## config.mk

```make
export PLATFORM = sky130hd
export DESIGN_NAME = sdrbc_host
export DESIGN_NICKNAME = d
export VERILOG_FILES = /design/src/hw/sdrbc_pkg.sv /design/src/hw/sdrbc_bank_trk.sv /design/src/hw/sdrbc_host.sv
export SDC_FILE = /design/constraint.sdc
export NUM_CORES = 1
export LEC_CHECK = 0
export BUFFER_PORTS_ARGS = -buffer_cell sky130_fd_sc_hd__buf_2
export CORE_MARGIN = 1
export CORE_UTILIZATION = 62
export DETAILED_ROUTE_END_ITERATION = 16
export PLACE_DENSITY = 0.87
export SYNTH_ARGS = -nofsm -noshare
export SYNTH_HDL_FRONTEND = slang
export SYNTH_HIERARCHICAL = 1
export SYNTH_SLANG_ARGS = --single-unit
```

## constraint.sdc

```tcl
create_clock -name hclk -period 7.5 [get_ports hclk]
set_input_delay 1.5 -clock hclk [delete_from_list [all_inputs] [get_ports hclk]]
set_output_delay 1.5 -clock hclk [all_outputs]
set_load 0.02 [all_outputs]
```

## src/hw/sdrbc_pkg.sv

```systemverilog
// Summary of operation
// - Select low with all three strobes high is a no-operation.
// - Row strobe low alone is ACTIVE, only to an idle bank.
// - AUTO REFRESH and LOAD MODE REGISTER only while every bank is idle.
// - Column strobe low, write high is READ; bank row active, read or write.
// - Column and write strobe low is WRITE; bank row active, read or write.
// - Commands count only with clock enable high on both edges.
// - No command to a precharging, activating or auto-precharging bank.
// - After AUTO REFRESH only inhibit or no-operation until refresh time.
// - After LOAD MODE REGISTER only inhibit or no-operation until mode delay.
// - After precharge-all only inhibit or no-operation until precharge time.
// - Precharge-all only when every bank may be precharged.
// - With bank n idle, bank m takes whatever its own state allows.
// - Bank n activating, active or precharging: others take ACT, RD, WR, PRE.
// - Bank n bursting: others take ACT, PRE, and RD or WR either way.
// - Never produce a state and command pairing the decode tables omit.
// - Address bit ten on READ or WRITE turns auto precharge on.
// - Address bit ten on PRECHARGE selects all banks, ignoring bank bits.
package sdrbc_pkg;
  // Clock and device timing
  localparam int CLK_PERIOD_PS = 5000;
  localparam int PRECHARGE_TIME_NS = 20;
  localparam int ACTIVATE_TO_ACCESS_DELAY_NS = 20;
  localparam int REFRESH_CYCLE_TIME_NS = 66;
  localparam int MODE_LOAD_DELAY_NS = 10;
  // Least times, rounded up to whole cycles
  localparam int PRECHARGE_CYCLES =
    (PRECHARGE_TIME_NS * 1000 + CLK_PERIOD_PS - 1) / CLK_PERIOD_PS;
  localparam int ACTIVATE_CYCLES =
    (ACTIVATE_TO_ACCESS_DELAY_NS * 1000 + CLK_PERIOD_PS - 1) / CLK_PERIOD_PS;
  localparam int REFRESH_CYCLES =
    (REFRESH_CYCLE_TIME_NS * 1000 + CLK_PERIOD_PS - 1) / CLK_PERIOD_PS;
  localparam int MODE_LOAD_CYCLES =
    (MODE_LOAD_DELAY_NS * 1000 + CLK_PERIOD_PS - 1) / CLK_PERIOD_PS;
  localparam int BURST_LEN = 4;
  localparam int CNT_W = 8;
  localparam int ADDR_W = 13;
  localparam int BANKS = 4;
  localparam int AP_ADDR_BIT = 10;
  // Register map
  localparam logic [7:0] REG_CTRL = 8'h00;
  localparam logic [7:0] REG_ADDR = 8'h04;
  localparam logic [7:0] REG_CMD = 8'h08;
  localparam logic [7:0] REG_STAT = 8'h0C;
  localparam int CTRL_CKE_BIT = 0;
  localparam logic CTRL_CKE_RST = 1'b1;
  localparam int CMD_OP_LSB = 0;
  localparam int CMD_BANK_LSB = 4;
  localparam int CMD_AP_BIT = 8;
  localparam int STAT_ERR_BIT = 1;

  typedef enum logic [2:0] {
    OP_NOP = 3'h0, OP_ACT = 3'h1, OP_RD = 3'h2, OP_WR = 3'h3,
    OP_PRE = 3'h4, OP_BST = 3'h5, OP_REF = 3'h6, OP_LMR = 3'h7
  } sdrbc_op_t;

  typedef enum logic [3:0] {
    BK_IDLE = 4'h0, BK_ACTIVATING = 4'h1, BK_ROW = 4'h2, BK_READ = 4'h3,
    BK_WRITE = 4'h4, BK_READ_AP = 4'h5, BK_WRITE_AP = 4'h6,
    BK_PRECHARGING = 4'h7
  } sdrbc_bank_st_t;

  typedef struct packed {
    logic cke;
    logic cs_n;
    logic ras_n;
    logic cas_n;
    logic we_n;
    logic [1:0] ba;
    logic [ADDR_W-1:0] addr;
  } sdrbc_pins_t;

  // Row, column and write strobe levels for each command
  function automatic logic [2:0] sdrbc_strobes(sdrbc_op_t op);
    logic [2:0] s;
    s = 3'h7;
    unique case (op)
      OP_NOP: s = 3'h7;
      OP_ACT: s = 3'h3;
      OP_RD: s = 3'h5;
      OP_WR: s = 3'h4;
      OP_PRE: s = 3'h2;
      OP_BST: s = 3'h6;
      OP_REF: s = 3'h1;
      OP_LMR: s = 3'h0;
    endcase
    return s;
  endfunction
endpackage

```

## src/hw/sdrbc_bank_trk.sv

```systemverilog
`timescale 1ns/10ps
`default_nettype none
module sdrbc_bank_trk
  import sdrbc_pkg::*;
#(
  parameter int PRECHARGE_TIME = PRECHARGE_CYCLES,
  parameter int ACTIVATE_TO_ACCESS_DELAY = ACTIVATE_CYCLES,
  parameter int BURST = BURST_LEN
) (
  input wire logic hclk,
  input wire logic hresetn,
  input wire logic ce,
  input wire logic go,
  input wire sdrbc_op_t op,
  input wire logic ap,
  input wire logic cut,
  input wire logic bterm,
  output var sdrbc_bank_st_t state
);
  sdrbc_bank_st_t st_q;
  sdrbc_bank_st_t st_d;
  logic [CNT_W-1:0] cnt_q;
  logic [CNT_W-1:0] cnt_d;
  logic bursting;

  // Counts load the full figure: the device registers one edge later
  assign bursting = (st_q == BK_READ) || (st_q == BK_WRITE);
  assign state = st_q;

  // Bank state model of the device
  always_comb
  begin
    st_d = st_q;
    cnt_d = (cnt_q != '0) ? cnt_q - 1'b1 : cnt_q;
    if (go)
    begin
      unique case (op)
        OP_ACT:
        begin
          st_d = BK_ACTIVATING;
          cnt_d = CNT_W'(ACTIVATE_TO_ACCESS_DELAY);
        end
        OP_RD, OP_WR:
        begin
          if (ap)
          begin
            st_d = (op == OP_RD) ? BK_READ_AP : BK_WRITE_AP;
            cnt_d = CNT_W'(BURST + PRECHARGE_TIME);
          end
          else
          begin
            st_d = (op == OP_RD) ? BK_READ : BK_WRITE;
            cnt_d = CNT_W'(BURST);
          end
        end
        OP_PRE:
        begin
          if (st_q != BK_IDLE)
          begin
            st_d = BK_PRECHARGING;
            cnt_d = CNT_W'(PRECHARGE_TIME);
          end
        end
        default: ;
      endcase
    end
    else if (bterm && bursting)
      st_d = BK_ROW;
    else if (cut && bursting)
      st_d = BK_ROW;
    else if (cut && (st_q == BK_READ_AP || st_q == BK_WRITE_AP))
      cnt_d = (cnt_q > CNT_W'(PRECHARGE_TIME)) ? CNT_W'(PRECHARGE_TIME) : cnt_d;
    else if (cnt_q == '0)
    begin
      unique case (st_q)
        BK_ACTIVATING, BK_READ, BK_WRITE: st_d = BK_ROW;
        BK_PRECHARGING, BK_READ_AP, BK_WRITE_AP: st_d = BK_IDLE;
        default: ;
      endcase
    end
  end

  // State register, frozen by the clock enable
  always_ff @(posedge hclk or negedge hresetn)
  begin
    if (!hresetn)
    begin
      st_q <= BK_IDLE;
      cnt_q <= '0;
    end
    else if (ce)
    begin
      st_q <= st_d;
      cnt_q <= cnt_d;
    end
  end
endmodule // sdrbc_bank_trk
`default_nettype wire

```

## src/hw/sdrbc_host.sv

```systemverilog
// Our own choices: the AHB-Lite interface to the registers and the placing of the registers.
`timescale 1ns/10ps
`default_nettype none
module sdrbc_host
  import sdrbc_pkg::*;
#(
  parameter int PRECHARGE_TIME = PRECHARGE_CYCLES,
  parameter int ACTIVATE_TO_ACCESS_DELAY = ACTIVATE_CYCLES,
  parameter int REFRESH_CYCLE_TIME = REFRESH_CYCLES,
  parameter int MODE_LOAD_DELAY = MODE_LOAD_CYCLES,
  parameter int BURST = BURST_LEN
) (
  input wire logic hclk,
  input wire logic hresetn,
  input wire logic ce,
  input wire logic hsel,
  input wire logic [31:0] haddr,
  input wire logic [1:0] htrans,
  input wire logic hwrite,
  input wire logic [2:0] hsize,
  input wire logic [31:0] hwdata,
  input wire logic hready,
  output logic hreadyout,
  output logic [31:0] hrdata,
  output logic hresp,
  output var sdrbc_pins_t pins
);
  // Counters must hold the longest load
  if (PRECHARGE_TIME < 1 || ACTIVATE_TO_ACCESS_DELAY < 1 || REFRESH_CYCLE_TIME < 1 || MODE_LOAD_DELAY < 1 || BURST < 1 ||
      BURST + PRECHARGE_TIME > 255 || REFRESH_CYCLE_TIME > 255 || ACTIVATE_TO_ACCESS_DELAY > 255)
  begin : g_bad_timing
    $error("sdrbc_host: timing counts out of range");
  end

  logic aph_valid_q;
  logic aph_write_q;
  logic [7:0] aph_addr_q;
  logic [31:0] rdata_q;
  logic ctrl_cke_q;
  logic [ADDR_W-1:0] addr_q;
  logic [8:0] cmd_q;
  logic err_q;
  logic err_d;
  logic [CNT_W-1:0] gcnt_q;
  logic [CNT_W-1:0] gcnt_d;
  logic [1:0] last_bank_q;
  logic last_valid_q;
  sdrbc_pins_t pins_d;
  logic ap_take;
  logic dp_write;
  logic wr_ctrl;
  logic wr_addr;
  logic wr_cmd;
  logic wr_stat;
  logic sel_ctrl;
  logic sel_addr;
  logic sel_cmd;
  logic sel_stat;
  logic [31:0] rd_mux;
  logic [31:0] stat_word;
  sdrbc_op_t req_op;
  logic [1:0] req_bank;
  logic req_ap;
  logic req_rw;
  logic req_all;
  logic legal;
  logic issue;
  logic refuse;
  logic gbusy;
  logic cke_ok;
  logic all_idle;
  logic all_pre_ok;
  logic sel_idle;
  logic sel_open;
  logic sel_pre_ok;
  logic last_burst;
  logic [BANKS-1:0] bk_idle;
  logic [BANKS-1:0] bk_open;
  logic [BANKS-1:0] bk_pre_ok;
  logic [BANKS-1:0] bk_burst;
  logic [BANKS-1:0] bk_go;
  logic [BANKS-1:0] bk_cut;
  logic [BANKS-1:0] bk_bterm;
  logic [4*BANKS-1:0] bk_vec;
  sdrbc_bank_st_t bank_st [BANKS];

  // AHB-Lite slave: zero wait states, always OKAY
  assign hreadyout = 1'b1;
  assign hresp = 1'b0;
  assign hrdata = rdata_q;
  assign ap_take = hsel && hready && htrans[1];
  assign dp_write = aph_valid_q && aph_write_q;

  // Read decode on the address phase; unmapped words read zero
  assign sel_ctrl = haddr[7:0] == REG_CTRL;
  assign sel_addr = haddr[7:0] == REG_ADDR;
  assign sel_cmd = haddr[7:0] == REG_CMD;
  assign sel_stat = haddr[7:0] == REG_STAT;
  assign rd_mux = sel_ctrl ? (32'(ctrl_cke_q) << CTRL_CKE_BIT) :
                  sel_addr ? 32'(addr_q) :
                  sel_cmd ? 32'(cmd_q) :
                  sel_stat ? stat_word : 32'h0000_0000;
  assign stat_word = 32'({bk_vec, 1'b0, cke_ok, err_q, gbusy});

  // Write decode in the data phase
  assign wr_ctrl = dp_write && aph_addr_q == REG_CTRL;
  assign wr_addr = dp_write && aph_addr_q == REG_ADDR;
  assign wr_cmd = dp_write && aph_addr_q == REG_CMD;
  assign wr_stat = dp_write && aph_addr_q == REG_STAT;

  // Command fields straight from the write data
  assign req_op = sdrbc_op_t'(hwdata[CMD_OP_LSB +: 3]);
  assign req_bank = hwdata[CMD_BANK_LSB +: 2];
  assign req_ap = hwdata[CMD_AP_BIT];
  assign req_rw = (req_op == OP_RD) || (req_op == OP_WR);
  assign req_all = (req_op == OP_PRE) && req_ap;

  // Per-bank trackers and their summaries
  for (genvar i = 0; i < BANKS; i++)
  begin : g_bank
    assign bk_idle[i] = bank_st[i] == BK_IDLE;
    assign bk_burst[i] = (bank_st[i] == BK_READ) || (bank_st[i] == BK_WRITE);
    assign bk_open[i] = bk_burst[i] || (bank_st[i] == BK_ROW);
    assign bk_pre_ok[i] = bk_open[i] || bk_idle[i];
    assign bk_vec[4*i +: 4] = bank_st[i];
    assign bk_go[i] = issue && ((req_bank == 2'(i)) || req_all);
    assign bk_cut[i] = issue && req_rw && (req_bank != 2'(i));
    assign bk_bterm[i] = issue && (req_op == OP_BST) &&
                         (last_bank_q == 2'(i));
    sdrbc_bank_trk #(
      .PRECHARGE_TIME(PRECHARGE_TIME),
      .ACTIVATE_TO_ACCESS_DELAY(ACTIVATE_TO_ACCESS_DELAY),
      .BURST(BURST)
    ) u_trk (
      .hclk(hclk),
      .hresetn(hresetn),
      .ce(ce),
      .go(bk_go[i]),
      .op(req_op),
      .ap(req_ap),
      .cut(bk_cut[i]),
      .bterm(bk_bterm[i]),
      .state(bank_st[i])
    );
  end

  // Legality of the requested command against the bank model
  assign all_idle = &bk_idle;
  assign all_pre_ok = &bk_pre_ok;
  assign sel_idle = bk_idle[req_bank];
  assign sel_open = bk_open[req_bank];
  assign sel_pre_ok = bk_pre_ok[req_bank];
  assign last_burst = last_valid_q && bk_burst[last_bank_q];
  assign gbusy = gcnt_q != '0;
  assign cke_ok = ctrl_cke_q && pins.cke;

  // Anything the decode tables omit is refused
  always_comb
  begin
    unique case (req_op)
      OP_NOP: legal = 1'b1;
      OP_ACT: legal = sel_idle;
      OP_RD, OP_WR: legal = sel_open;
      OP_PRE: legal = req_all ? all_pre_ok : sel_pre_ok;
      OP_BST: legal = last_burst;
      OP_REF, OP_LMR: legal = all_idle;
    endcase
  end

  assign issue = ce && wr_cmd && legal && cke_ok && !gbusy;
  assign refuse = ce && wr_cmd && !issue;
  assign err_d = refuse || (err_q && !(wr_stat && hwdata[STAT_ERR_BIT]));

  // Next pin drive: one command cycle, then inhibit
  always_comb
  begin
    pins_d = '0;
    pins_d.cke = ctrl_cke_q;
    pins_d.cs_n = 1'b1;
    {pins_d.ras_n, pins_d.cas_n, pins_d.we_n} = 3'h7;
    if (issue)
    begin
      pins_d.cs_n = 1'b0;
      {pins_d.ras_n, pins_d.cas_n, pins_d.we_n} = sdrbc_strobes(req_op);
      pins_d.ba = req_bank;
      pins_d.addr = addr_q;
      if (req_rw || req_op == OP_PRE)
        pins_d.addr[AP_ADDR_BIT] = req_ap;
    end
  end

  // Quiet period after refresh, mode load and precharge-all
  always_comb
  begin
    gcnt_d = gbusy ? gcnt_q - 1'b1 : gcnt_q;
    if (issue && req_op == OP_REF)
      gcnt_d = CNT_W'(REFRESH_CYCLE_TIME);
    else if (issue && req_op == OP_LMR)
      gcnt_d = CNT_W'(MODE_LOAD_DELAY);
    else if (issue && req_all)
      gcnt_d = CNT_W'(PRECHARGE_TIME);
  end

  // Bus address phase and read data
  always_ff @(posedge hclk or negedge hresetn)
  begin
    if (!hresetn)
    begin
      aph_valid_q <= 1'b0;
      aph_write_q <= 1'b0;
      aph_addr_q <= 8'h00;
      rdata_q <= 32'h0000_0000;
    end
    else if (ce && hready)
    begin
      aph_valid_q <= ap_take;
      aph_write_q <= hwrite;
      aph_addr_q <= haddr[7:0];
      rdata_q <= rd_mux;
    end
  end

  // Software registers
  always_ff @(posedge hclk or negedge hresetn)
  begin
    if (!hresetn)
    begin
      ctrl_cke_q <= CTRL_CKE_RST;
      addr_q <= '0;
      cmd_q <= 9'h000;
      err_q <= 1'b0;
    end
    else if (ce)
    begin
      if (wr_ctrl)
        ctrl_cke_q <= hwdata[CTRL_CKE_BIT];
      if (wr_addr)
        addr_q <= hwdata[ADDR_W-1:0];
      if (issue)
        cmd_q <= hwdata[8:0];
      err_q <= err_d; // Set wins over clear
    end
  end

  // Pins change only at the edge, held a whole cycle
  always_ff @(posedge hclk or negedge hresetn)
  begin
    if (!hresetn)
    begin
      pins <= '{cke: 1'b0, cs_n: 1'b1, ras_n: 1'b1, cas_n: 1'b1,
                we_n: 1'b1, ba: 2'h0, addr: '0};
      gcnt_q <= '0;
    end
    else if (ce)
    begin
      pins <= pins_d;
      gcnt_q <= gcnt_d;
    end
  end

  // Bank of the most recent burst, for burst terminate
  always_ff @(posedge hclk or negedge hresetn)
  begin
    if (!hresetn)
    begin
      last_bank_q <= 2'h0;
      last_valid_q <= 1'b0;
    end
    else if (ce && issue && req_rw)
    begin
      last_bank_q <= req_bank;
      last_valid_q <= 1'b1;
    end
  end

  // Checks on what the controller drives
  localparam int GB_MAX = REFRESH_CYCLE_TIME + 2;
  logic pin_quiet;
  logic pin_act;
  assign pin_quiet = pins.cs_n || ({pins.ras_n, pins.cas_n, pins.we_n} == 3'h7);
  assign pin_act = !pins.cs_n && !pins.ras_n && pins.cas_n && pins.we_n;

  a_act_to_idle: assert property (
    @(posedge hclk) disable iff (!hresetn)
    (issue && req_op == OP_ACT) |-> sel_idle ##1
    (pin_act && bank_st[$past(req_bank)] == BK_ACTIVATING))
    else $error("ACTIVE sent to a bank that was not idle");

  a_rw_open_row: assert property (
    @(posedge hclk) disable iff (!hresetn)
    (issue && req_rw) |-> sel_open ##1
    (!pins.cs_n && pins.ras_n && !pins.cas_n))
    else $error("Column command without an open row");

  a_ap_flag_bit: assert property (
    @(posedge hclk) disable iff (!hresetn)
    (issue && (req_rw || req_op == OP_PRE)) |=>
    pins.addr[AP_ADDR_BIT] == $past(req_ap))
    else $error("Auto precharge bit differs from request");

  a_ref_all_idle: assert property (
    @(posedge hclk) disable iff (!hresetn)
    (issue && (req_op == OP_REF || req_op == OP_LMR)) |-> all_idle)
    else $error("Refresh or mode load with a bank not idle");

  a_refresh_quiet: assert property (
    @(posedge hclk) disable iff (!hresetn)
    (issue && req_op == OP_REF) |=> ##1 pin_quiet[*8])
    else $error("Command during refresh cycle time");

  a_mode_quiet: assert property (
    @(posedge hclk) disable iff (!hresetn)
    (issue && req_op == OP_LMR) |=> ##1 pin_quiet[*2])
    else $error("Command during mode load delay");

  a_pre_all_wait: assert property (
    @(posedge hclk) disable iff (!hresetn)
    (issue && req_all) |-> all_pre_ok ##1 (gbusy && !issue))
    else $error("Precharge-all not followed by quiet time");

  a_busy_bounded: assert property (
    @(posedge hclk) disable iff (!hresetn || !ce)
    $rose(gbusy) |-> ##[1:GB_MAX] !gbusy)
    else $error("Quiet period never ends");

  a_cke_gate_ok: assert property (
    @(posedge hclk) disable iff (!hresetn)
    (issue && req_op != OP_NOP) |=> (pins.cke && $past(pins.cke)))
    else $error("Command sent with clock enable low");

  a_refuse_sets_err: assert property (
    @(posedge hclk) disable iff (!hresetn)
    refuse |=> (err_q && pin_quiet))
    else $error("Refused command not flagged");

  a_one_cycle_cmd: assert property (
    @(posedge hclk) disable iff (!hresetn)
    (ce && !issue) |=> pins.cs_n)
    else $error("Command pins left asserted");

  c_refresh: cover property (@(posedge hclk) issue && req_op == OP_REF);
  c_read_ap: cover property (@(posedge hclk) issue && req_op == OP_RD && req_ap);
  c_bst: cover property (@(posedge hclk) issue && req_op == OP_BST);
  c_refused: cover property (@(posedge hclk) refuse);
endmodule // sdrbc_host
`default_nettype wire

```

After elaboration in Yosys (flattened, before gate mapping) --
Memory sizes are Yosys's and may differ from the RTL's. Cells that the tools add are included.
Cells by class: shift-type cells 0, add/sub/neg operators 5, div/mod/pow operators 0, bitwise gates (word level) 0, order comparisons 6, multiply operators 0, reduce and logical (&&, ||, !) cells 127, muxes and demuxes 88, eq/ne operators 62
Operator list (count):
- 2-to-1 mux 8 bit | 32
- 2-to-1 mux 4 bit | 26
- case mux 8 bit (3 select lines) | 4
- 2-to-1 mux 20 bit | 4
- == test 4 x 3 -> 1 bit (second input constant) | 16
- logical AND 1 bit | 49
- zero test 8 bit | 6
- case mux 4 bit (3 select lines) | 4
- nonzero test 8 bit | 5
- subtractor 8 x 1 -> 8 bit (second input constant) | 5
- nonzero test 4 bit | 9
- == test 4 x 2 -> 1 bit (second input constant) | 8
- == test 8 x 4 -> 1 bit (second input constant) | 4
- greater-than comparator 8 x 3 -> 1 bit (second input constant) | 4
- case mux 4 bit (2 select lines) | 4
- AND reduction 6 bit | 4
- OR reduction 3 bit | 8
- logical OR 1 bit | 23
- nonzero test 5 bit | 4
- 2-to-1 mux 19 bit | 1
- == test 4 x 1 -> 1 bit (second input constant) | 4
- == test 8 x 3 -> 1 bit (second input constant) | 2
- zero test 4 bit | 4
- inequality test 4 x 1 -> 1 bit (second input constant) | 4
- 22 further kinds | 54
Storage, ports and cells: memory bits (writable) 0, memories kept 1, bits in latches 0, register bits after elaboration 145, ROM bits 24, output and inout port bits 54, logic and storage cells 315, input bits 75
Memory list:
- (no name shown) | depth 8, bits a word 3, read ports 1, clocked after Yosys merged registers in 0, wr ports 0, line sdrbc_pkg.sv:77 | unique case (op)

Logic depth before layout (Yosys ltp) --
Gate-level depths: netlist of the first run.
depth in word-level cells 18, mapped depth 14, gate-level depth less buffers 13

Modules after synthesis --
Netlist of the first run, hierarchy kept.
Modules (own cells, without submodules):
- sdrbc_host | sequential area each 2133.3 sq um, cells an instance 434, times used 1, area an instance 4349.2 sq um
- sdrbc_bank_trk | sequential area each 275.3 sq um, cells an instance 97, times used 4, area an instance 847.1 sq um

Least setup slack after synthesis of the first run --
No wires, ideal clock.
path type input -> register, start point in hwdata[4], end point reg g_bank[2].u_trk.cnt_q[4], path buffers 3, setup time 125 ps, slack 3190 ps, arrival 4185 ps, required time 7375 ps, cell stages on the path 13, cells stage by stage buf_2 -> nand2b_1 -> or3_1 -> nand4_1 -> nand4_1 -> o31ai_2 -> buf_4 -> buf_6 -> a21oi_1 -> or3_4 -> a2bb2oi_4 -> a31o_1 -> mux2_4
Between the ends: elaborated cells on any way between the ends 26, those cells by class eq/ne (2); mux (12); reduce/logical (12)
RTL lines:
- start: declaration | line sdrbc_host.sv:21 | input wire logic [31:0] hwdata,
- binary-select mux 1 bit (select 2 bit) | line sdrbc_host.sv:152 | assign sel_pre_ok = bk_pre_ok[req_bank];
- 2-to-1 mux 1 bit (not written as such) | line sdrbc_host.sv:152
- 2-to-1 mux 1 bit | line sdrbc_host.sv:164 | OP_PRE: legal = req_all ? all_pre_ok : sel_pre_ok;
- case mux 1 bit (6 select lines) | line sdrbc_host.sv:160 | unique case (req_op)
- logical AND 1 bit (3 in a row) | line sdrbc_host.sv:170 | assign issue = ce && wr_cmd && legal && cke_ok && !gbusy;
- logical AND 1 bit (*) | line sdrbc_host.sv:126 | assign bk_go[i] = issue && ((req_bank == 2'(i)) || req_all);
- via bk_go[2] | line sdrbc_host.sv:81 | logic [BANKS-1:0] bk_go;
- 2-to-1 mux 8 bit (*) | line sdrbc_bank_trk.sv:35 | if (go)
- end signal: assignment | line sdrbc_bank_trk.sv:94 | cnt_q <= cnt_d;
- end: declaration | line sdrbc_bank_trk.sv:22 | logic [CNT_W-1:0] cnt_q;
The timed path passes the listed nets; every way through them passes the cells marked *. The select of a mux whose other input is x is not followed. A chain may end at the register's enable or synchronous reset.

Final worst setup path of the first run --
start point in hwdata[5], end point reg g_bank[0].u_trk.cnt_q[4]
Between the ends: elaborated cells on any way between the ends 26, those cells by class mux (12); reduce/logical (14)
RTL lines (line):
- binary-select mux 1 bit (select 2 bit) | sdrbc_host.sv:152
- 2-to-1 mux 1 bit (not written as such) | sdrbc_host.sv:152
- 2-to-1 mux 1 bit | sdrbc_host.sv:164
- case mux 1 bit (6 select lines) | sdrbc_host.sv:160
- logical AND 1 bit (3 in a row) | sdrbc_host.sv:170
- logical AND 1 bit (*) | sdrbc_host.sv:126
- via bk_go[0] | sdrbc_host.sv:81
- 2-to-1 mux 8 bit (*) | sdrbc_bank_trk.sv:35
- end signal: assignment | sdrbc_bank_trk.sv:94
- end: declaration | sdrbc_bank_trk.sv:22
Marked as above.

==> metrics.txt, run 1 <==
standard cell core area 12100 µm²; source of the worst register-to-register timing path g_bank[0].u_trk/state[1]$_DFFE_PN0P_; Yosys warnings 6; count of max-cap constraint violations 0; number of hold-repair buffers added at the cts stage 0; Final GP Congestion 0.921; Worst Path Arrival 4890 ps; CTS clock-pin slew for the worst setup and hold paths 60 ps; Clock Tree Root clkbuf_16; number of optimization iterations in the first detailed-route pass 5; HP Start last_valid_q$_DFFE_PN0P_; Post-Layout Inst Area 8690 µm²; Least-Margin Pin Slew 929 ps; per-cell routed wire length 17.4 µm; reported leakage power 3.82 nW; number of top-level pins 129; global-route congestion overflow total 0; average cell area after synthesis 9.41 µm²; number of stages on the worst hold path 1; placed instance area 8080 µm²; CTS Sinks 129; final antenna diode count 0; number of instances resized during post-cts repair 0; die width 114 µm; count of nets after finishing 961; Largest stage delay, worst path 460 ps; post-synthesis instance area 7740 µm²; outcome finished clean; prevailing post-synth register cell dfrtp_1; via count of the first global-routing pass 6126; hold slack final 466 ps; CP required 7810 ps; final max-slew violation count 0; overall power after layout 2.00 mW; final-report setup violation count 0; CP startpoint kind input port; DRT Wirelength 18400 µm; Setup TNS Final 0 ps; layout cell share with drive strength beyond 1 0.202; Critical Path Sink Type flop; half-perimeter wire length of the detailed placement result 12300 µm; Final Hold Vio Count 0; worst r2r path cells 12; Yosys reg bits 129; reg-to-reg setup timing slack 3530 ps; area overhead of the layout relative to synthesis 12.3%; RSZ-0062 raised after global routing no; share of flip-flops with an asynchronous set or reset 1.00; type of the most critical hold path reg -> reg; later-pin clock latency in the skew report 430 ps; number of antenna-violating nets in the routed design 0; most common library cell in the layout ignoring fill and taps dfrtp_1; unique cell type count in the Yosys netlist 76; total track usage 0.303; share of the clock period used by the worst path 0.611; Die Outline Area 12900 µm²; Critical R2R Capture g_bank[2].u_trk/cnt_q[4]$_DFFE_PN0P_; Std-Cell Rows 40; pin count of the biggest net entering global routing 75; number of CTS-inserted buffers 17; clock skew after layout 10.4 ps; number of synthesized flops with an enable pin 0; cells taking the most area after synthesis dfrtp_1 (40%), nand2_1 (4.3%), mux2_2 (4.1%); worst-path cell with the longest stage delay buf_4; most frequent cells in the layout dfrtp_1 (124), nand2_1 (89), buf_2 (66); Max IR drop VDD 0.180 mV; CTS HTree Levels 4; DR vias 6565; clock tree from TritonCTS built; top-area cell type share of the netlist area 0.401; die extent in y 114 µm; number of buffers inserted by port buffering 67; power per cell area 231 nW/µm²; first-pass GRT wire length 30400 µm; DRC violations left 0; iteration-0 DRC count of the detailed router 568; clock tree buffer depth 2; synthesized netlist cell count 822; Worst path most repeated cell buf_4; WS Path Type in -> reg; number of post-CTS setup repair buffers 0; antenna violations before repair 0; drt via density 6.23; Hold Path End last_valid_q$_DFFE_PN0P_; worst-path cell chain buf_2 > clkinv_1 > mux2i_1 > a31oi_1 > nand4_1 > o31ai_4 > buf_4 > a21oi_1 > buf_4 > or3_4 > a2bb2oi_4 > a31o_1 > mux2_4; library cell occupying the most area in the post-synthesis netlist dfrtp_1; portion of the post-synthesis area used by sequential elements 0.418; highest clock frequency the design can meet 218 MHz; worst-path fanout max 37; initial core utilization 0.639; Rel. slew slack 0.381; Period minus WS final 4580 ps
[worst max-delay path, delay by kind of cell]
family / cells / cell delay [ps]
AO/OA/AOI/OAI: 5 / 1100
multiplexers: 2 / 460
buffers and inverters: 4 / 1200
AND/OR/NAND/NOR: 2 / 610
[worst max-delay path by stage]
stage | from | end | slack, ps | cells past startpoint
2_1_floorplan | hwdata[4] | g_bank[2].u_trk/cnt_q[4]$_DFFE_PN0P_ | 3190 | 13
3_3_place_gp | hwdata[5] | g_bank[0].u_trk/cnt_q[4]$_DFFE_PN0P_ | 2570 | 13
3_5_place_dp | hwdata[2] | g_bank[0].u_trk/cnt_q[4]$_DFFE_PN0P_ | 2540 | 13
4_1_cts | hwdata[2] | g_bank[0].u_trk/cnt_q[4]$_DFFE_PN0P_ | 2990 | 13
5_1_grt | hwdata[0] | g_bank[2].u_trk/cnt_q[4]$_DFFE_PN0P_ | 2780 | 12
6_report | hwdata[5] | g_bank[0].u_trk/cnt_q[4]$_DFFE_PN0P_ | 2920 | 13
[state kept, by name (all words and copies together) (netlist names), 2 cells and up]
signal              flops
g_bank.u_trk/state     12
cmd_q                   9
last_bank_q             2
pins                   20
addr_q                 13
aph_addr_q              8
gcnt_q                  8
g_bank.u_trk/cnt_q     32
hrdata                 20
[cells by family after synthesis]
group / count (synthesis) / synth area share
AO/OA/AOI/OAI: 240 / 0.221
XOR/XNOR: 6 / 0.00679
adder cells (fa/ha/maj): 13 / 0.0210
buffers and inverters: 104 / 0.0631
flip-flops: 129 / 0.418
multiplexers: 45 / 0.0678
other: 6 / 0.00291
AND/OR/NAND/NOR: 279 / 0.199
[layout make-up]
class / instances / area (µm²)
flip-flops and latches: 129 / 3230
well taps: 168 / 210
clock buffers: 17 / 425
multi-input cells: 601 / 4070
inverters: 52 / 195
repair buffers: 72 / 375
fillers: 904 / 3420
clock inverters: 15 / 178
[power breakdown]
group / total, mW / internal (mW) / switching, mW
Combinational: 0.304 / 0.131 / 0.173
Sequential: 0.852 / 0.772 / 0.0795
Clock: 0.849 / 0.525 / 0.324
Total: 2.00 / 1.43 / 0.576
[synthesized netlist by cell type, types with 10 or more instances]
| master | number |
|---|---|
| a22oi_1 | 11 |
| buf_4 | 20 |
| dfrtp_1 | 124 |
| o2bb2ai_1 | 20 |
| nor4_1 | 15 |
| ha_1 | 13 |
| inv_1 | 51 |
| o211ai_1 | 12 |
| nor3_1 | 16 |
| a21oi_1 | 26 |
| nor2_1 | 37 |
| nor2b_1 | 11 |
| o21ai_0 | 59 |
| mux2i_1 | 10 |
| o21ai_1 | 12 |
| nand3_1 | 26 |
| o22ai_1 | 14 |
| buf_2 | 12 |
| nand2b_1 | 22 |
| nand2_1 | 89 |
| clkbuf_1 | 19 |
| a31oi_1 | 17 |
| mux2_2 | 28 |
[per-stage QoR]
step / cells / setup slack, ps / utilization
after floorplan: 834 / 3190 / -
after global placement: 1022 / 2570 / 0.667
after detailed placement: 1022 / 2540 / 0.667
after CTS: 1054 / 2990 / 0.717
after global routing: 1054 / 2780 / 0.717
final: 1054 / 2920 / 0.717
[routing by layer]
layer | GRT usage | vias up | wire, µm | part of all wire
met5 | 0 | - | 0 | 0
met4 | 0.0939 | 0 | 301 | 0.016
met3 | 0.0728 | 29 | 1380 | 0.075
met2 | 0.482 | 278 | 8700 | 0.47
met1 | 0.411 | 3188 | 8010 | 0.44
li1 | - | 3070 | - | -
(Power assumes the default switching activity.)
==> inputs of run 2 (changes only) <==
--- a/config.mk
+++ b/config.mk
@@ -7,9 +7,9 @@
 export LEC_CHECK = 0
 export BUFFER_PORTS_ARGS = -buffer_cell sky130_fd_sc_hd__buf_2
 export CORE_MARGIN = 1
-export CORE_UTILIZATION = 62
+export CORE_UTILIZATION = 52
 export DETAILED_ROUTE_END_ITERATION = 16
-export PLACE_DENSITY = 0.87
+export PLACE_DENSITY = 0.78
 export SYNTH_ARGS = -nofsm -noshare
 export SYNTH_HDL_FRONTEND = slang
 export SYNTH_HIERARCHICAL = 1
==> constraint.sdc (replaced) <==
create_clock -name hclk -period 4 [get_ports hclk]
set_input_delay 0.8 -clock hclk [delete_from_list [all_inputs] [get_ports hclk]]
set_output_delay 0.8 -clock hclk [all_outputs]
set_load 0.02 [all_outputs]
==> metrics.txt, run 2 (synthesis results as in run 1) <==
power share of the clock group 0.404 (-0.020); count of nets after finishing 988 (+2.8%); internal power summed over all cells 2.56 mW (+80%); DR vias 6595 (+0.46%); antenna violations before repair 0 (unchanged); clock tree from TritonCTS built; area overhead of the layout relative to synthesis 14.8%; via count of the first global-routing pass 6162 (+0.59%); worst-path cell with the longest stage delay dfrtp_1; number of optimization iterations in the first detailed-route pass 5 (unchanged); number of post-CTS setup repair buffers 0 (unchanged); number of instances resized during post-cts repair 0 (unchanged); global-route congestion overflow total 0 (unchanged); cell family with the largest share of critical-path delay simple AND/OR/NAND/NOR gates; Rel. slew slack 0.462 (+0.0815); Clock Tree Root clkbuf_16; type of the most critical hold path in -> async; half-perimeter wire length of the detailed placement result 13200 µm (+7.2%); die width 124 µm (+9.0%); DRT Wirelength 18700 µm (+1.8%); proportion of power drawn by flip-flops and latches 0.437 (+0.012); number of top-level pins 129 (unchanged); per-cell routed wire length 17.1 µm (-2.2%); worst-path fanout max 14 (-62%); Period minus WS final 3820 ps; switching power share of the total 0.296 (+0.00865); Final GP Congestion 0.867 (-5.9%); die extent in y 124 µm (+9.0%); iteration-0 DRC count of the detailed router 566 (-0.35%); smallest setup slack after layout 177 ps (-2740 ps); CP required 4300 ps (-3510 ps); Largest stage delay, worst path 600 ps (+140 ps); first-pass GRT wire length 30400 µm (+0.16%); CTS clock-pin slew for the worst setup and hold paths 60 ps (about the same); Least-Margin Pin Slew 807 ps (-122 ps); number of hold-repair buffers added at the cts stage 0 (unchanged); Critical Path Sink Type flop; final-report setup violation count 0 (unchanged); share of the clock period used by the worst path 0.956; Worst Path Arrival 4120 ps (-770 ps); final antenna diode count 0 (unchanged); net load switching power 1.08 mW (+87%); initial core utilization 0.532 (-0.106); number of buffers inserted by port buffering 67 (unchanged); RSZ-0062 raised after global routing no; highest clock frequency the design can meet 262 MHz; Die Outline Area 15400 µm² (+19%); Reg with most FFs g_bank.u_trk/cnt_q; count of max-cap constraint violations 0 (unchanged); Largest register FFs 32 (unchanged); total track usage 0.260 (-0.0432); clock tree buffer depth 2 (unchanged); worst-path cell chain mux2_2 > nor4_2 > a32oi_1 > nor4b_4 > o31ai_4 > or2_0 > a21oi_2 > nand2_1 > or3_4 > a2bb2oi_4 > a31o_1 > mux2_4; reported leakage power 3.94 nW (+2.9%); outcome finished clean; buffer and inverter count on the worst path 0 (-4); DRC violations left 0 (unchanged); later-pin clock latency in the skew report 420 ps (about the same); Setup TNS Final 0 ps (unchanged); pin count of the biggest net entering global routing 64 (-15%); clock skew after layout 8.91 ps (-1.45 ps); power per cell area 410 nW/µm² (+78%); Logic pwr share 0.159 (+0.007); most common library cell in the layout ignoring fill and taps dfrtp_1; Max IR drop VDD 0.304 mV (+68%); Std-Cell Rows 44 (+10%); WS Path Type reg -> reg; Util after Layout 0.611 (-0.106); post-placement setup slack 58.7 ps (-2480 ps); most frequent cells in the layout dfrtp_1 (124), nand2_1 (89), buf_2 (66); number of CTS-inserted buffers 17 (unchanged); number of antenna-violating nets in the routed design 0 (unchanged); Final Hold Vio Count 0 (unchanged); CTS Sinks 129 (unchanged); CTS HTree Levels 4 (unchanged); CP startpoint kind flop; layout cell share with drive strength beyond 1 0.226 (+0.0236); drt via density 6.01 (-3.5%); standard cell core area 14500 µm² (+20%); final max-slew violation count 0 (unchanged)
[run 2: power by group through the flow]
stage / registers [mW] / logic [mW] / clock network, mW
finish: 1.59 / 0.579 / 1.47
global route: 1.61 / 0.646 / 1.56
CTS: 1.59 / 0.578 / 1.50
detailed placement: 1.61 / 0.573 / 0
global placement: 1.60 / 0.553 / 0
floorplan: 1.57 / 0.441 / 0
[run 2: final cells by class]
class	instances	area, µm²
flip-flops and latches	129	3230
well taps	184	230
clock buffers	18	429
fillers	1230	5650
inverters	52	195
multi-input cells	601	4070
clock inverters	14	131
repair buffers	99	591
[run 2: metrics by stage]
stage | power [mW] | std cells | hold WS (ps) | cell area [µm²]
floorplan | 2.02 | 834 | 436 | 7780
global placement | 2.16 | 1065 | 456 | 8320
detailed placement | 2.18 | 1065 | 457 | 8320
CTS | 3.66 | 1097 | 472 | 8880
global route | 3.82 | 1097 | 501 | 8880
finish | 3.64 | 1097 | 463 | 8880
[run 2: layer usage]
layer,vias up,global-route usage,wire [µm]
met5,-,0,0
met4,0,0.0885,366
met3,36,0.0586,1280
met2,237,0.400,8700
met1,3193,0.360,8360
li1,3129,-,-
[run 2: final timing paths]
| check | from | endpoint | slack [ps] | depth (start not counted) |
|---|---|---|---|---|
| min in group hclk | hrdata[16]$_DFFE_PN0P_ | hrdata[16]$_DFFE_PN0P_ | 470 | 2 |
| setup / recovery | g_bank[1].u_trk/state[1]$_DFFE_PN0P_ | g_bank[2].u_trk/cnt_q[4]$_DFFE_PN0P_ | 180 | 12 |
| setup reg to reg | g_bank[1].u_trk/state[1]$_DFFE_PN0P_ | g_bank[2].u_trk/cnt_q[4]$_DFFE_PN0P_ | 180 | 12 |
| hold / removal | hresetn | aph_addr_q[4]$_DFFE_PN0P_ | 460 | 1 |
| max in group asynchronous | hresetn | pins[16]$_DFFE_PN1P_ | 2650 | 2 |
| hold reg to reg | hrdata[16]$_DFFE_PN0P_ | hrdata[16]$_DFFE_PN0P_ | 470 | 2 |
==> inputs of run 3 (changes only) <==
--- a/config.mk
+++ b/config.mk
@@ -5,11 +5,12 @@
 export SDC_FILE = /design/constraint.sdc
 export NUM_CORES = 1
 export LEC_CHECK = 0
+export ABC_AREA = 1
 export BUFFER_PORTS_ARGS = -buffer_cell sky130_fd_sc_hd__buf_2
 export CORE_MARGIN = 1
 export CORE_UTILIZATION = 52
 export DETAILED_ROUTE_END_ITERATION = 16
-export PLACE_DENSITY = 0.78
+export PLACE_DENSITY = 0.77
 export SYNTH_ARGS = -nofsm -noshare
 export SYNTH_HDL_FRONTEND = slang
 export SYNTH_HIERARCHICAL = 1
==> metrics.txt, run 3 <==
power share of the clock group 0.349 (-0.055); Std-Cell Rows 44 (unchanged); number of buffers inserted by port buffering 67 (unchanged); most common library cell in the layout ignoring fill and taps nand2_1; Period minus WS final 3010 ps (-810 ps); clock tree from TritonCTS built; number of CTS-inserted buffers 17 (unchanged); Largest stage delay, worst path 390 ps (-210 ps); WS Path Type reg -> reg; proportion of power drawn by flip-flops and latches 0.375 (-0.062); Final Hold Vio Count 0 (unchanged); placed instance area 8530 µm² (+2.5%); average cell area after synthesis 7.17 µm² (-24%); per-cell routed wire length 13.8 µm (-19%); cells taking the most area after synthesis dfrtp_1 (39%), nand2_1 (14%), nor2_1 (7.5%); DRC violations left 0 (unchanged); total track usage 0.256 (-0.00321); type of the most critical hold path in -> async; half-perimeter wire length of the detailed placement result 13400 µm (+1.6%); internal power summed over all cells 2.94 mW (+15%); number of antenna-violating nets in the routed design 0 (unchanged); final max-slew violation count 0 (unchanged); CP startpoint kind flop; Largest register FFs 32 (unchanged); Worst Path Arrival 3320 ps (-800 ps); number of hold-repair buffers added at the cts stage 0 (unchanged); pin count of the biggest net entering global routing 87 (+36%); number of optimization iterations in the first detailed-route pass 5 (unchanged); Yosys reg bits 129 (unchanged); hold slack final 366 ps (-97.5 ps); global-route congestion overflow total 0 (unchanged); power per cell area 501 nW/µm² (+22%); share of flip-flops with an asynchronous set or reset 1.00 (unchanged); CP required 4310 ps (about the same); Logic pwr share 0.276 (+0.117); iteration-0 DRC count of the detailed router 459 (-19%); CTS clock-pin slew for the worst setup and hold paths 60 ps (about the same); clock tree buffer depth 2 (unchanged); Worst path most repeated cell nand2_1; Yosys warnings 6 (unchanged); Setup TNS Final 0 ps (unchanged); highest clock frequency the design can meet 332 MHz (+27%); uppermost routed layer met4; DRT Wirelength 19100 µm (+2.3%); most frequent cell after synthesis nand2_1; reported leakage power 4.76 nW (+21%); worst-path fanout max 7 (-7); RSZ-0062 raised after global routing no; Die Outline Area 15900 µm² (+3.4%); first-pass GRT wire length 32500 µm (+7.0%); worst-path cell chain inv_1 > ha_1 > inv_1 > nor3_1 > nand3b_1 > nor2_1 > nand2_1 > nor3_4 > nand2_4 > inv_2 > nand3_1 > nor3_1 > or2_0 > nand3_1 > nand2_1 > inv_2 > nand2_2 > nand2_2 > nand2_1 > nand2_1; die extent in y 126 µm (+1.7%); standard cell core area 14800 µm² (+1.5%); unique cell type count in the Yosys netlist 45 (-41%); outcome finished clean; Reg with most FFs g_bank.u_trk/cnt_q; area overhead of the layout relative to synthesis 14.0%; switching power share of the total 0.356 (+0.0597); die width 126 µm (+1.7%); number of post-CTS setup repair buffers 0 (unchanged); via count of the first global-routing pass 6866 (+11%); Least-Margin Pin Slew 578 ps (-229 ps); number of synthesized flops with an enable pin 0 (unchanged); most frequent cells in the layout nand2_1 (295), nor2_1 (160), inv_1 (134); portion of the post-synthesis area used by sequential elements 0.404 (-0.0141); top-area cell type share of the netlist area 0.388 (-0.0135); Clock Tree Root clkbuf_16; count of nets after finishing 1282 (+30%); Rel. slew slack 0.614 (+0.152); worst-path cell with the longest stage delay dfrtp_1; routed wire length on met3 1210 µm (-6.2%); top cell types by occurrence after synthesis nand2_1 (295), nor2_1 (160), inv_1 (134), dfrtp_1 (124), o21ai_0 (54); post-synthesis instance area 8010 µm² (+3.5%); number of top-level pins 129 (unchanged); share of the clock period used by the worst path 0.753 (-0.203); later-pin clock latency in the skew report 430 ps (about the same); initial core utilization 0.543 (+0.0104); number of instances resized during post-cts repair 0 (unchanged); antenna violations before repair 0 (unchanged); Final GP Congestion 0.966 (+11%); clock skew after layout 8.58 ps (-0.327 ps); final-report setup violation count 0 (unchanged); DR vias 7298 (+11%); CTS HTree Levels 4 (unchanged); wl on met1 8630 µm (+3.3%); prevailing post-synth register cell dfrtp_1; drt via density 5.24 (-13%); synthesized netlist cell count 1117 (+36%); Max IR drop VDD 0.457 mV (+51%); library cell occupying the most area in the post-synthesis netlist dfrtp_1; routed length on met2 8990 µm (+3.3%); CTS Sinks 129 (unchanged); net load switching power 1.63 mW (+51%); Critical Path Sink Type flop; layout cell share with drive strength beyond 1 0.184 (-0.0417); Post-Layout Inst Area 9130 µm² (+2.7%); count of max-cap constraint violations 0 (unchanged)
-- run 3: cell types whose count changed after synthesis, sizes merged, moves of 15 or more --
cell,delta
nand3,+22
o2bb2ai,-24
inv,+105
nor4,-18
nor2,+138
a21oi,+16
nand2b,-22
a31oi,-15
xor2,+25
mux2,-34
nand2,+238
-- run 3: worst paths after layout --
kind | from | endpoint | slack (ps) | depth (start not counted)
setup reg to reg | gcnt_q[0]$_DFFE_PN0P_ | g_bank[1].u_trk/state[2]$_DFFE_PN0P_ | 990 | 20
max in group asynchronous | hresetn | pins[16]$_DFFE_PN1P_ | 2750 | 2
min in group hclk | last_valid_q$_DFFE_PN0P_ | last_valid_q$_DFFE_PN0P_ | 460 | 2
hold / removal | hresetn | hrdata[7]$_DFFE_PN0P_ | 370 | 1
setup / recovery | gcnt_q[0]$_DFFE_PN0P_ | g_bank[1].u_trk/state[2]$_DFFE_PN0P_ | 990 | 20
hold reg to reg | last_valid_q$_DFFE_PN0P_ | last_valid_q$_DFFE_PN0P_ | 460 | 2
-- run 3: layer usage --
layer  vias to the layer above  GRT usage
li1                       3632          -
met1                      3401      0.341
met2                       235      0.417
met3                        30     0.0548
met4                         0     0.0836
met5                         -          0
-- run 3: power groups by stage --
stage	registers, mW	clock network (mW)	logic (mW)
final	1.71	1.59	1.26
after global routing	1.75	1.68	1.45
after CTS	1.71	1.62	1.27
after detailed placement	1.73	0	1.26
after global placement	1.73	0	1.22
after floorplan	1.69	0	1.05
-- run 3: final cells by class --
cell class	count	area, µm²
sequential	129	3230
clock buffer	18	429
clock inverter	14	168
inverter	156	586
fill	1278	5630
timing repair buffer	78	433
tap	184	230
multi-input combinational	812	4040
antenna	1	2.50
-- run 3: critical path: cells and delay by family (launching register included) --
kind	cells	cell delay (ps)
adders and majority gates	1	180
buffers and inverters	4	250
DFF	1	390
and+or+nand+nor	15	2070
-- run 3: metrics by stage --
step	setup WS (ps)	cells	power [mW]	utilization
5_1_grt	601	1391	4.88	0.618
2_1_floorplan	1100	1129	2.74	-
6_report	988	1392	4.57	0.619
3_5_place_dp	654	1359	2.99	0.578
4_1_cts	980	1391	4.60	0.618
3_3_place_gp	698	1359	2.95	0.578
-- run 3: logic make-up after synthesis --
group                      count (synthesis)  share of synthesized area
and+or+nand+nor                          606                      0.337
buffers and inverters                    188                     0.0978
muxes                                      1                    0.00125
other                                      6                    0.00281
adders and majority gates                 13                     0.0203
AOI/OAI and AO/OA                        148                      0.108
xor gates and xnor gates                  26                     0.0284
DFF                                      129                      0.404
